## src/ssm_pkg.sv

```systemverilog
package ssm_pkg;
   // ----------------------------------------------------------------
   // register indices on the plain port
   // ----------------------------------------------------------------
   localparam int          ADDR_W         = 4;
   localparam logic [3:0]  REG_FLAGS      = 4'h0;
   localparam logic [3:0]  REG_ENABLES    = 4'h1;
   localparam logic [3:0]  REG_PRIORITY   = 4'h2;
   localparam logic [3:0]  REG_RX_STATUS  = 4'h3;
   localparam logic [3:0]  REG_TX_BUFFER  = 4'h4;
   localparam logic [3:0]  REG_TX_STATUS  = 4'h5;
   localparam logic [3:0]  REG_BAUD_CTRL  = 4'h6;
   localparam logic [3:0]  REG_DIV_HIGH   = 4'h7;
   localparam logic [3:0]  REG_DIV_LOW    = 4'h8;
   localparam logic [3:0]  REG_RX_BUFFER  = 4'h9;
   // ----------------------------------------------------------------
   // field positions
   // ----------------------------------------------------------------
   localparam int B_RX_FLAG      = 5;   // flags / enables
   localparam int B_TX_FLAG      = 4;
   localparam int B_PORT_EN      = 7;   // rx status/control
   localparam int B_RX9_EN       = 6;
   localparam int B_SINGLE_RX    = 5;
   localparam int B_CONT_RX      = 4;
   localparam int B_ADDR_DET     = 3;
   localparam int B_FRAME_ERR    = 2;
   localparam int B_OVERRUN      = 1;
   localparam int B_RX9_BIT      = 0;
   localparam int B_CLK_MASTER   = 7;   // tx status/control
   localparam int B_TX9_EN       = 6;
   localparam int B_TX_EN        = 5;
   localparam int B_SYNC_MODE    = 4;
   localparam int B_SEND_BRK     = 3;
   localparam int B_HIGH_RATE    = 2;
   localparam int B_SHIFT_EMPTY  = 1;
   localparam int B_TX9_BIT      = 0;
   localparam int B_CLK_POL      = 4;   // baud control
   localparam int B_DIV_WIDE     = 3;
   // ----------------------------------------------------------------
   // reset values and counts
   // ----------------------------------------------------------------
   localparam logic [7:0]  REG_RESET      = 8'h00;
   localparam logic [15:0] CNT_ZERO       = 16'h0000;
   localparam logic [3:0]  BITS_EIGHT     = 4'h8;
   localparam logic [3:0]  BITS_NINE      = 4'h9;
   localparam logic [3:0]  BIT_ZERO       = 4'h0;
   localparam logic [3:0]  BIT_ONE        = 4'h1;
   localparam logic [15:0] CNT_ONE        = 16'h0001;

   typedef struct packed {
      logic [3:0] addr;
      logic [7:0] wdata;
      logic       wr;
      logic       rd;
   } ssm_bus_t;

   typedef struct packed {
      logic dout;
      logic oe_n;
   } ssm_pin_t;
endpackage

```

## src/ssm_sync_serial.sv

```systemverilog
`timescale 1ns/1ns
// Summary of operation
// - shift register reloads from buffer only after the last bit of the prior word
// - buffer-to-shift move takes one cycle and then sets the buffer-empty flag
// - buffer-empty flag ignores its enable, software cannot clear it, a write does
// - read-only shift-empty bit shows the shift register idle, no interrupt
// - with nine-bit mode the stored ninth bit goes out as bit nine
// - single or continuous receive enable starts a synchronous reception
// - master reception samples the data line on the falling shift clock edge
// - single receive takes one word, continuous runs on and wins if both set
// - a finished word sets the receive flag, interrupt when enabled
// - status shows ninth bit and errors, receive buffer shows eight data bits
// - clearing continuous receive clears a pending receive error
// - clearing the clock source bit selects slave, clock taken from the pin
// - slave mode shifts on the external clock even in low-power mode
// - two writes then sleep: first word sent, second kept, flag stays clear
// - after the first word the second moves in and the flag then sets
// - with transmit interrupt enabled a set empty flag wakes from sleep
// - half duplex: no reception while transmitting and no transmit while receiving
// - clock idle polarity bit sets the shift clock idle level
// - port enable turns the two pins into shift clock and shift data
module ssm_sync_serial
   import ssm_pkg::*;
(
   input  wire logic       clk,
   input  wire logic       rst,
   input  wire ssm_bus_t   bus,
   output logic [7:0]      rdata,
   input  wire logic       low_power,
   input  wire logic       shift_clock_pin_in,
   output logic            shift_clock_pin_out,
   output logic            shift_clock_pin_oe_n,
   input  wire logic       shift_data_pin_in,
   output logic            shift_data_pin_out,
   output logic            shift_data_pin_oe_n,
   output logic            tx_irq,
   output logic            rx_irq,
   output logic            wake
);
   // ----------------------------------------------------------------
   // state
   // ----------------------------------------------------------------
   logic [7:0]  flags_en, next_flags_en, prio, next_prio;
   logic [7:0]  rx_ctl, next_rx_ctl, tx_ctl, next_tx_ctl;
   logic [7:0]  baud_ctl, next_baud_ctl, div_hi, next_div_hi, div_lo, next_div_lo;
   logic [7:0]  tx_buffer, next_tx_buffer, rx_buffer, next_rx_buffer;
   logic        buf_full, next_buf_full, rx_flag, next_rx_flag;
   logic        overrun, next_overrun, rx_ninth, next_rx_ninth;
   logic [7:0]  next_rdata;
   logic [8:0]  tx_shift_reg, next_tx_shift_reg, rx_shift, next_rx_shift;
   logic [3:0]  tx_bits, next_tx_bits, rx_bits, next_rx_bits;
   logic        tx_busy, next_tx_busy, rx_active, next_rx_active;
   logic [15:0] baud_cnt, next_baud_cnt;
   logic        sclk, next_sclk;
   logic        ck_s1, ck_s2, ck_s3, dt_s1, dt_s2;
   ssm_pin_t    ck_pin, next_ck_pin, dt_pin, next_dt_pin;
   logic        next_tx_irq, next_rx_irq, next_wake;

   // ----------------------------------------------------------------
   // decoded controls
   // ----------------------------------------------------------------
   logic        mode_ok, master, tx_load, fall, clk_run, toggle, rx_done;
   logic        single_rx, cont_rx;
   logic [3:0]  tx_nbits, rx_nbits;
   logic [15:0] divisor;

   assign mode_ok   = rx_ctl[B_PORT_EN] & tx_ctl[B_SYNC_MODE];
   assign master    = mode_ok & tx_ctl[B_CLK_MASTER];
   assign single_rx = rx_ctl[B_SINGLE_RX];
   assign cont_rx   = rx_ctl[B_CONT_RX];
   assign tx_nbits  = tx_ctl[B_TX9_EN] ? BITS_NINE : BITS_EIGHT;
   assign rx_nbits  = rx_ctl[B_RX9_EN] ? BITS_NINE : BITS_EIGHT;
   assign divisor   = baud_ctl[B_DIV_WIDE] ? {div_hi, div_lo} : {8'h00, div_lo};
   // load only when the previous word has fully left and no reception runs
   assign tx_load   = mode_ok & tx_ctl[B_TX_EN] & buf_full & !tx_busy
                      & !rx_active;
   // master clock runs while a word shifts or until it reaches its idle level; sleep stops it
   assign clk_run   = master & !low_power & (tx_busy | rx_active
                      | (sclk != baud_ctl[B_CLK_POL]));
   assign toggle    = clk_run & (baud_cnt == divisor);
   // falling shift clock edge: own clock in master, pin in slave
   assign fall      = master ? (toggle & sclk)
                             : (mode_ok & ck_s3 & !ck_s2);
   assign rx_done   = rx_active & fall & (rx_bits == rx_nbits - BIT_ONE);

   // ----------------------------------------------------------------
   // pin synchronisers
   // ----------------------------------------------------------------
   always_ff @(posedge clk or posedge rst)
   begin
      if (rst)
      begin
         ck_s1 <= 1'b0;
         ck_s2 <= 1'b0;
         ck_s3 <= 1'b0;
         dt_s1 <= 1'b0;
         dt_s2 <= 1'b0;
      end
      else
      begin
         ck_s1 <= shift_clock_pin_in;
         ck_s2 <= ck_s1;
         ck_s3 <= ck_s2;
         dt_s1 <= shift_data_pin_in;
         dt_s2 <= dt_s1;
      end
   end

   // ----------------------------------------------------------------
   // register file
   // ----------------------------------------------------------------
   always_comb
   begin
      next_flags_en  = flags_en;
      next_prio      = prio;
      next_rx_ctl    = rx_ctl;
      next_tx_ctl    = tx_ctl;
      next_baud_ctl  = baud_ctl;
      next_div_hi    = div_hi;
      next_div_lo    = div_lo;
      next_tx_buffer = tx_buffer;
      next_rx_buffer = rx_buffer;
      next_buf_full  = buf_full;
      next_rx_flag   = rx_flag;
      next_overrun   = overrun;
      next_rx_ninth  = rx_ninth;
      next_rdata     = REG_RESET;
      if (tx_load)
         next_buf_full = 1'b0;
      if (bus.rd && bus.addr == REG_RX_BUFFER)
         next_rx_flag = 1'b0;
      if (bus.wr)
      begin
         unique case (bus.addr)
            REG_ENABLES:   next_flags_en = bus.wdata;
            REG_PRIORITY:  next_prio = bus.wdata;
            REG_RX_STATUS: next_rx_ctl = bus.wdata & 8'hf8;
            REG_TX_STATUS: next_tx_ctl = bus.wdata & 8'hfd;
            REG_BAUD_CTRL: next_baud_ctl = bus.wdata & 8'h18;
            REG_DIV_HIGH:  next_div_hi = bus.wdata;
            REG_DIV_LOW:   next_div_lo = bus.wdata;
            REG_TX_BUFFER:
            begin
               next_tx_buffer = bus.wdata;
               next_buf_full  = 1'b1;
            end
            default: ;
         endcase
      end
      if (!next_rx_ctl[B_CONT_RX])
         next_overrun = 1'b0;
      if (rx_done)
      begin
         if (rx_flag && !next_rx_flag)
            next_rx_flag = 1'b1;
         if (rx_flag)
            next_overrun = next_rx_ctl[B_CONT_RX] | overrun;
         else
         begin
            next_rx_buffer = rx_nbits == BITS_NINE ? rx_shift[8:1] : rx_shift[8:1];
            next_rx_ninth  = dt_s2;
            if (rx_nbits == BITS_EIGHT)
               next_rx_buffer = {dt_s2, rx_shift[8:2]};
            else
               next_rx_buffer = rx_shift[8:1];
            if (rx_nbits == BITS_EIGHT)
               next_rx_ninth = 1'b0;
            next_rx_flag = 1'b1;
         end
         if (!cont_rx)
            next_rx_ctl[B_SINGLE_RX] = 1'b0;
      end
      if (bus.rd)
      begin
         unique case (bus.addr)
            REG_FLAGS:     next_rdata = {2'b00, rx_flag, !buf_full, 4'h0};
            REG_ENABLES:   next_rdata = flags_en;
            REG_PRIORITY:  next_rdata = prio;
            REG_RX_STATUS: next_rdata = {rx_ctl[7:3], 1'b0, overrun, rx_ninth};
            REG_TX_BUFFER: next_rdata = tx_buffer;
            REG_TX_STATUS: next_rdata = {tx_ctl[7:2], !tx_busy, tx_ctl[0]};
            REG_BAUD_CTRL: next_rdata = baud_ctl;
            REG_DIV_HIGH:  next_rdata = div_hi;
            REG_DIV_LOW:   next_rdata = div_lo;
            REG_RX_BUFFER: next_rdata = rx_buffer;
            default:       next_rdata = REG_RESET;
         endcase
      end
      next_tx_irq = !next_buf_full & flags_en[B_TX_FLAG];
      next_rx_irq = next_rx_flag & flags_en[B_RX_FLAG];
      next_wake   = low_power & (next_tx_irq | next_rx_irq);
   end

   always_ff @(posedge clk or posedge rst)
   begin
      if (rst)
      begin
         flags_en  <= REG_RESET;
         prio      <= REG_RESET;
         rx_ctl    <= REG_RESET;
         tx_ctl    <= REG_RESET;
         baud_ctl  <= REG_RESET;
         div_hi    <= REG_RESET;
         div_lo    <= REG_RESET;
         tx_buffer <= REG_RESET;
         rx_buffer <= REG_RESET;
         buf_full  <= 1'b0;
         rx_flag   <= 1'b0;
         overrun   <= 1'b0;
         rx_ninth  <= 1'b0;
         rdata     <= REG_RESET;
         tx_irq    <= 1'b0;
         rx_irq    <= 1'b0;
         wake      <= 1'b0;
      end
      else
      begin
         flags_en  <= next_flags_en;
         prio      <= next_prio;
         rx_ctl    <= next_rx_ctl;
         tx_ctl    <= next_tx_ctl;
         baud_ctl  <= next_baud_ctl;
         div_hi    <= next_div_hi;
         div_lo    <= next_div_lo;
         tx_buffer <= next_tx_buffer;
         rx_buffer <= next_rx_buffer;
         buf_full  <= next_buf_full;
         rx_flag   <= next_rx_flag;
         overrun   <= next_overrun;
         rx_ninth  <= next_rx_ninth;
         rdata     <= next_rdata;
         tx_irq    <= next_tx_irq;
         rx_irq    <= next_rx_irq;
         wake      <= next_wake;
      end
   end

   // ----------------------------------------------------------------
   // shift engine and pins
   // ----------------------------------------------------------------
   always_comb
   begin
      next_baud_cnt     = clk_run ? baud_cnt + CNT_ONE : CNT_ZERO;
      next_sclk         = sclk;
      next_tx_shift_reg = tx_shift_reg;
      next_tx_bits      = tx_bits;
      next_tx_busy      = tx_busy;
      next_rx_shift     = rx_shift;
      next_rx_bits      = rx_bits;
      next_rx_active    = rx_active;
      if (toggle)
      begin
         next_baud_cnt = CNT_ZERO;
         next_sclk     = !sclk;
      end
      if (!master)
         next_sclk = baud_ctl[B_CLK_POL];
      if (tx_load)
      begin
         next_tx_shift_reg = {tx_ctl[B_TX9_BIT], tx_buffer};
         next_tx_bits      = BIT_ZERO;
         next_tx_busy      = 1'b1;
      end
      else if (tx_busy && fall)
      begin
         next_tx_shift_reg = {1'b0, tx_shift_reg[8:1]};
         next_tx_bits      = tx_bits + BIT_ONE;
         if (tx_bits == tx_nbits - BIT_ONE)
            next_tx_busy = 1'b0;
      end
      if (!mode_ok || !tx_ctl[B_TX_EN])
         next_tx_busy = 1'b0;
      if (!rx_active)
         next_rx_bits = BIT_ZERO;
      else if (fall)
      begin
         next_rx_shift = {dt_s2, rx_shift[8:1]};
         next_rx_bits  = rx_done ? BIT_ZERO : rx_bits + BIT_ONE;
      end
      // start and stop as soon as the enables change, even mid-word; a single word ends itself
      next_rx_active = mode_ok & !next_tx_busy & !tx_load
                       & (cont_rx | single_rx) & !overrun
                       & !(rx_done & !cont_rx);
      next_ck_pin.dout = next_sclk;
      next_ck_pin.oe_n = !master;
      next_dt_pin.dout = next_tx_shift_reg[0];
      next_dt_pin.oe_n = !(mode_ok & next_tx_busy);
   end

   always_ff @(posedge clk or posedge rst)
   begin
      if (rst)
      begin
         baud_cnt     <= CNT_ZERO;
         sclk         <= 1'b0;
         tx_shift_reg <= 9'h000;
         tx_bits      <= BIT_ZERO;
         tx_busy      <= 1'b0;
         rx_shift     <= 9'h000;
         rx_bits      <= BIT_ZERO;
         rx_active    <= 1'b0;
         ck_pin       <= 2'b01;
         dt_pin       <= 2'b01;
      end
      else
      begin
         baud_cnt     <= next_baud_cnt;
         sclk         <= next_sclk;
         tx_shift_reg <= next_tx_shift_reg;
         tx_bits      <= next_tx_bits;
         tx_busy      <= next_tx_busy;
         rx_shift     <= next_rx_shift;
         rx_bits      <= next_rx_bits;
         rx_active    <= next_rx_active;
         ck_pin       <= next_ck_pin;
         dt_pin       <= next_dt_pin;
      end
   end

   assign shift_clock_pin_out  = ck_pin.dout;
   assign shift_clock_pin_oe_n = ck_pin.oe_n;
   assign shift_data_pin_out   = dt_pin.dout;
   assign shift_data_pin_oe_n  = dt_pin.oe_n;
endmodule // ssm_sync_serial
```

## config.mk

```make
export PLATFORM = sky130hd
export DESIGN_NAME = ssm_sync_serial
export DESIGN_NICKNAME = d
export VERILOG_FILES = /design/src/ssm_pkg.sv /design/src/ssm_sync_serial.sv
export SDC_FILE = /design/constraint.sdc
export NUM_CORES = 1
export LEC_CHECK = 0
export ABC_AREA = 1
export BUFFER_PORTS_ARGS = -buffer_cell sky130_fd_sc_hd__buf_2
export CORE_MARGIN = 8
export CORE_UTILIZATION = 54
export DETAILED_ROUTE_END_ITERATION = 8
export GPL_TIMING_DRIVEN = 0
export PLACE_DENSITY_LB_ADDON = 0.1
export RECOVER_POWER = 50
export SLEW_MARGIN = 20
export SYNTH_ARGS = -nofsm -noshare
export SYNTH_HDL_FRONTEND = slang
export SYNTH_SLANG_ARGS = --single-unit
```

## constraint.sdc

```tcl
create_clock -name clk -period 6.29 [get_ports clk]
set_input_delay 0 -clock clk [delete_from_list [all_inputs] [get_ports clk]]
set_output_delay 0 -clock clk [all_outputs]
set_load 0.01 [all_outputs]
```

## Word-level counts from Yosys, hierarchy flattened

Index checks and enable logic that the tools add are counted.

| word-level totals | value |
|---|---|
| bits in registers | 129 |
| bits of input ports | 19 |
| output and inout port bits | 15 |
| word-level logic and storage cells | 155 |

| cells by class | value |
|---|---|
| equality and inequality tests | 16 |
| add/subtract/negate cells | 5 |
| bitwise logic cells | 30 |
| muxes and demuxes | 37 |
| reductions and logical operators | 33 |

Operators with widths:

| cell | count |
|---|---|
| $pmux 8 s10 | 1 |
| $mux 16 | 3 |
| $and 1x1->1 | 24 |
| $mux 1 | 22 |
| $mux 4 | 5 |
| $reduce_and 2->1 | 10 |
| $mux 9 | 2 |
| $logic_not 1->1 | 17 |
| $add 16x1->16 const B | 1 |
| $eq 16x16->1 | 1 |
| $eq 4x3->1 const B | 4 |
| $mux 8 | 2 |
| $eq 4x4->1 const B | 3 |
| $mux 6 | 2 |
| $add 4x1->4 const B | 2 |
| $eq 4x2->1 const B | 2 |
| $eq 4x4->1 | 2 |
| $sub 4x1->4 const B | 2 |
| $or 1x1->1 | 5 |
| $eq 4x1->1 const B | 1 |
| $logic_not 4->1 | 1 |
| $ne 2x1->1 const B | 2 |
| $logic_and 1x1->1 | 3 |
| $reduce_bool 2->1 | 1 |
| 3 further kinds | 3 |

## Longest topological paths before layout

| logic depth | value |
|---|---|
| word-level depth | 17 |
| mapped depth | 14 |
| gate-level depth less buffers | 14 |

## Worst setup path before layout

OpenSTA, ideal clock, no wires.

| timing path | value |
|---|---|
| path kind | register to register |
| from | reg baud_ctl[3] |
| to | reg rx_shift[8] |
| data arrival time | 1.645 ns |
| path buffers | 3 |
| period minus slack after synthesis | 1.771 ns |
| library setup time | 0.126 ns |
| cell stages (with the launch flop) | 13 |
| data required time | 6.164 ns |
| slack | 4.519 ns |
| path through | dfrtp_1 -> buf_6 -> buf_6 -> nand2_2 -> xor2_1 -> nand2_1 -> nor2_2 -> nand2_2 -> nand2_4 -> nand2_2 -> nor2_8 -> buf_6 -> o21ai_0 |

| on the way | value |
|---|---|
| word-level cells in the longest chain between the ends | 6 |

Ends and longest elaborated chain:

| what | RTL line | text |
|---|---|---|
| start, declared | ssm_sync_serial.sv:45 | `logic [7:0] baud_ctl, next_baud_ctl, div_hi, next_div_hi, div_lo, next_div_lo;` |
| start signal, assigned | ssm_sync_serial.sv:222 | `baud_ctl <= next_baud_ctl;` |
| $mux 16 | ssm_sync_serial.sv:73 | `assign divisor = baud_ctl[B_DIV_WIDE] ? {div_hi, div_lo} : {8'h00, div_lo};` |
| $eq 16x16->1 | ssm_sync_serial.sv:80 | `assign toggle = clk_run & (baud_cnt == divisor);` |
| $and 1x1->1 | ssm_sync_serial.sv:80 |  |
| $and 1x1->1 | ssm_sync_serial.sv:82 | `assign fall = master ? (toggle & sclk)` |
| $mux 1 | ssm_sync_serial.sv:82 |  |
| $reduce_and 2->1 (no line) | - |  |
| end signal, assigned | ssm_sync_serial.sv:312 | `rx_shift <= next_rx_shift;` |
| end, declared | ssm_sync_serial.sv:50 | `logic [8:0] tx_shift_reg, next_tx_shift_reg, rx_shift, next_rx_shift;` |

No other way between the ends.
A chain may end at the register's enable or synchronous reset.

## Worst setup path after layout

| timing path | value |
|---|---|
| from | reg baud_ctl[3] |
| to | reg tx_bits[3] |

| on the way | value |
|---|---|
| word-level cells in the longest chain between the ends | 7 |

Ends and longest elaborated chain:

| what | RTL line | text |
|---|---|---|
| $mux 16 | ssm_sync_serial.sv:73 |  |
| $eq 16x16->1 | ssm_sync_serial.sv:80 |  |
| $and 1x1->1 | ssm_sync_serial.sv:80 |  |
| $and 1x1->1 | ssm_sync_serial.sv:82 |  |
| $mux 1 | ssm_sync_serial.sv:82 |  |
| $logic_and 1x1->1 | ssm_sync_serial.sv:264 | `else if (tx_busy && fall)` |
| $reduce_bool 2->1 (no line) | - |  |
| end signal, assigned | ssm_sync_serial.sv:310 | `tx_bits <= next_tx_bits;` |
| end, declared | ssm_sync_serial.sv:51 | `logic [3:0] tx_bits, next_tx_bits, rx_bits, next_rx_bits;` |

No other way between the ends.

==> flow_results.org <==
** Yosys
- Net count of the mapped netlist :: 750
- YS warnings :: 0
- Syn Area/Cell :: 8.33 µm²
- For this run, the register share of the synthesized area comes to 52.9%.
- Cell count after synthesis :: 728
- EDFF count, synth :: 0
- Netlist area before placement :: 0.00606 mm²
- Yosys mapped the design onto 46 distinct sky130hd cell types.
- Seq cells post-synth :: 128
- Post-synth ARST share :: 100%
- Most common flop cell mapped by yosys :: sky130_fd_sc_hd__dfrtp_1

** Final layout
- The final layout contains 818 nets.
- The register with the most flip-flops in the layout has 16 of them.
- Ant diodes :: 0
- The post-route netlist has 11.7% of its cells at a drive strength greater than 1.
- Area Overhead vs Synth :: 17.5%
- The finished layout holds 949 standard cells, fillers aside.

** Clock network
- TritonCTS Sinks :: 128
- Total clock buffers created by CTS :: 17
- After clock tree synthesis, the clock-pin slew on the worst setup and hold paths is 0.05 ns.
- The longest clock path from root to sink contains 2 buffers.
- Clock latency on the worst-skew pair, taken at its later pin, is 0.53 ns.
- H-tree levels :: 4
- TritonCTS built the clock tree.
- Post-CTS setup buffer count :: 0
- The root buffer cell chosen for the clock tree is sky130_fd_sc_hd__clkbuf_8.

** Worst hold path
- The path class of the tightest hold or removal check is primary input to flop.

** STA
- Shortest clock period the worst path allows after layout :: 2.32 ns
- Share of the clock period used by the worst path after layout :: 36.9%
- At the pin with the least slew margin, the transition time is 2.81 ns.
- The number of hold violations in the final report came to 0.
- Clock Skew :: 0.0109 ns
- Highest clock rate :: 0.431 GHz
- Unrepaired setup endpoints after global routing :: false
- Hold timing on the final database bottoms out at a slack of 0.0147 ns.
- Setup violations remaining at the end of the flow were counted as 0.
- Normalized max-slew margin :: -88.4%
- Setup slack on the critical path of the routed design comes to 3.97 ns.
- Final Slew Violations :: 62
- Setup TNS :: 0 ns

** Detailed routing
- Detailed-route vias per instance :: 5.57
- The count of nets left with antenna violations once routing finished came out at 0.
- In this run, the number of DRC markers left after iteration 0 of detailed routing was 631.
- DRT Wirelength :: 15.7 mm
- First-pass iteration count of the detailed router :: 5
- For this run, design rule violations remaining after detail routing come to 0.
- Wire length per cell :: 16.6 µm
- Summing over every cut layer, the via total after detailed routing is 5284.

** Placement
- Once placement completed, the tool counted placed cells totaling 901.
- Summed over all nets, the half-perimeter wirelength after detailed placement is 11.0 mm.
- Post-Place Worst Slack :: 4.04 ns
- Input and output buffers added on the ports amount to 32.
- The congestion estimate from routability-driven global placement came to 0.873.

** Worst setup path
- Together, buffers and inverters on the worst path number 3.
- Largest delay share family, worst path :: simple AND/OR/NAND/NOR gates
- At the worst endpoint, the arrival time is 2.75 ns.
- Critical Path Slowest Stage Cell :: sky130_fd_sc_hd__dfrtp_1
- STA classifies the critical path startpoint as a flop.
- Class of the most critical setup path :: flop to flop
- The worst setup path is captured at a flop.
- Worst-path fanout max :: 10
- For this run, the slowest stage of the critical path takes 0.37 ns.
- Critical path required time :: 6.72 ns
- Series of cell instances along the critical path :: buf_6, buf_6, nand3_1, nand2_1, nor2_1, nand3_1, nor2_2, nand2_2, nand2_4, nand2_2, nor2_4, buf_6, nand3_1, o21ai_0

** Power
- Combinational cell fraction of total power :: 13.6%
- Net switching is 27.8% of the power.
- The worst-case IR drop observed on VDD is 0.000204 V.
- The analysis attributes to net switching a power of 0.624 mW.
- The clock network burns 40.2% of the power.
- Summed over all cells, the static leakage comes to 3.59 nW.
- Total power consumption of the routed design :: 2.25 mW
- Registers are responsible for 46.2% of the overall power.
- The internal portion of the total power is 1.62 mW.
- Power density of the placed cells :: 315 mW/mm²

** GRT
- Maximum number of pins on one net before global-route repair :: 68
- Global-route wire length before repair :: 25.9 mm
- The number of global-route vias before repair was 5132.
- Overall overflow remaining after global route :: 0
- Initial antenna violation count :: 0
- For this run, the total global-route usage over all layers was measured as 22.4%.

** Floorplanning
- For this configuration, the core starts out at a cell density of 55.7%.
- DIE WIDTH :: 122 µm
- The floorplan step defined a core boundary enclosing 0.0109 mm².
- After floorplanning, the core was divided into 38 placement rows.
- The floorplan step set the die height to 122 µm.
- The die covers 0.0149 mm².
- Boundary pin count :: 34

** Outcome
- The run finished, with violations left.
- The final reports fail on max-capacitance violations, max-slew violations.

** Job
- Count of max-cap constraint violations :: 1
[layout make-up]
cell class                      count  area, µm²
Fill cell                         900       3770
Sequential cell                   128       3210
Multi-Input combinational cell    482       2360
Clock buffer                       26        488
Inverter                          101        380
Timing Repair Buffer               49        347
Tap cell                          140        175
Buffer                             17        109
Clock inverter                      6       55.1
[cell usage after synthesis, types with 5 or more instances]
library cell | n | area share [%]
sky130_fd_sc_hd__nand2_1 | 225 | 14
sky130_fd_sc_hd__dfrtp_1 | 126 | 52
sky130_fd_sc_hd__inv_1 | 97 | 6.0
sky130_fd_sc_hd__o21ai_0 | 81 | 6.7
sky130_fd_sc_hd__nand3_1 | 47 | 3.9
sky130_fd_sc_hd__nor2_1 | 26 | 1.6
sky130_fd_sc_hd__a21oi_1 | 13 | 1.1
sky130_fd_sc_hd__o22ai_1 | 10 | 1.0
sky130_fd_sc_hd__clkbuf_1 | 9 | 0.56
sky130_fd_sc_hd__xor2_1 | 6 | 0.87
sky130_fd_sc_hd__a221oi_1 | 5 | 0.72
sky130_fd_sc_hd__nand4_1 | 5 | 0.52
sky130_fd_sc_hd__nor3_1 | 5 | 0.41
sky130_fd_sc_hd__o211ai_1 | 5 | 0.62
sky130_fd_sc_hd__o21ai_1 | 5 | 0.41
[logic make-up (layout without fill, tap and decap cells)]
family          after synthesis  after routing  share of synthesized area, %
buf+inv                     118            199                          8.05
flops                       128            128                          52.9
simple gates                332            332                          24.1
xor+xnor                      7              7                          1.01
compound gates              140            140                          13.3
fa+ha+maj                     3              3                         0.619
[per-stage QoR]
| step | cell area, µm² | util [%] |
|---|---|---|
| 4_1_cts | 7130 | 65.5 |
| 3_3_place_gp | 6400 | 58.7 |
| 6_report | 7120 | 65.4 |
| 2_1_floorplan | 6060 | - |
| 5_1_grt | 7120 | 65.4 |
| 3_5_place_dp | 6430 | 59.0 |
[cell usage in the layout (no fill, tap or decap), drive strengths merged, types with 3 or more instances in the layout]
master,instances
nand2,230
dfrtp,126
inv,97
o21ai,90
nand3,51
buf,39
clkbuf,37
nor2,33
dlygate4sd3,16
a21oi,13
o22ai,10
clkinv,8
xor2,6
nor3,6
nand4,6
o211ai,5
a221oi,5
a31oi,4
or2,3
ha,3
[worst paths after layout]
kind / start / to / slack, ns / cells after the start
max: baud_ctl[3] / tx_bits[3] / 3.97 / 14
min: bus[12] / baud_ctl[4] / 0.01 / 5
max reg2reg: baud_ctl[3] / tx_bits[3] / 3.97 / 14
min reg2reg: ck_s1 / ck_s2 / 0.35 / 0
max in group asynchronous: rst / rdata[7] / 4.20 / 3
min in group asynchronous: rst / div_hi[7] / 0.81 / 3
[worst register-to-register path, stage by stage, from the launching register on]
cell	delay [ns]
sky130_fd_sc_hd__dfrtp_1	0.37
sky130_fd_sc_hd__buf_6	0.13
sky130_fd_sc_hd__buf_6	0.14
sky130_fd_sc_hd__nand3_1	0.08
sky130_fd_sc_hd__nand2_1	0.05
sky130_fd_sc_hd__nor2_1	0.16
sky130_fd_sc_hd__nand3_1	0.12
sky130_fd_sc_hd__nor2_2	0.21
sky130_fd_sc_hd__nand2_2	0.14
sky130_fd_sc_hd__nand2_4	0.13
sky130_fd_sc_hd__nand2_2	0.13
sky130_fd_sc_hd__nor2_4	0.19
sky130_fd_sc_hd__buf_6	0.17
sky130_fd_sc_hd__nand3_1	0.08
sky130_fd_sc_hd__o21ai_0	0.11
[per-layer routing]
metal	part of all wire, %	track usage, %	vias to the layer above
li1	-	-	2507
met3	8.5	5.92	36
met5	0	0	-
met1	44	30.1	2531
met4	1.8	7.79	0
met2	45	34.3	210
[power by group through the flow]
stage / Sequential [mW] / Combinational [mW] / Clock [mW]
floorplan: 1.03 / 0.208 / 0
global placement: 1.04 / 0.282 / 0
detailed placement: 1.05 / 0.294 / 0
CTS: 1.03 / 0.305 / 0.911
global route: 1.05 / 0.348 / 0.949
finish: 1.04 / 0.305 / 0.904
[timing repair]
action,in CTS,in global routing
gates resized for setup,0,0
hold buffers,16,0
endpoints found under the hold margin,125,0
(Power assumes the default switching activity.)
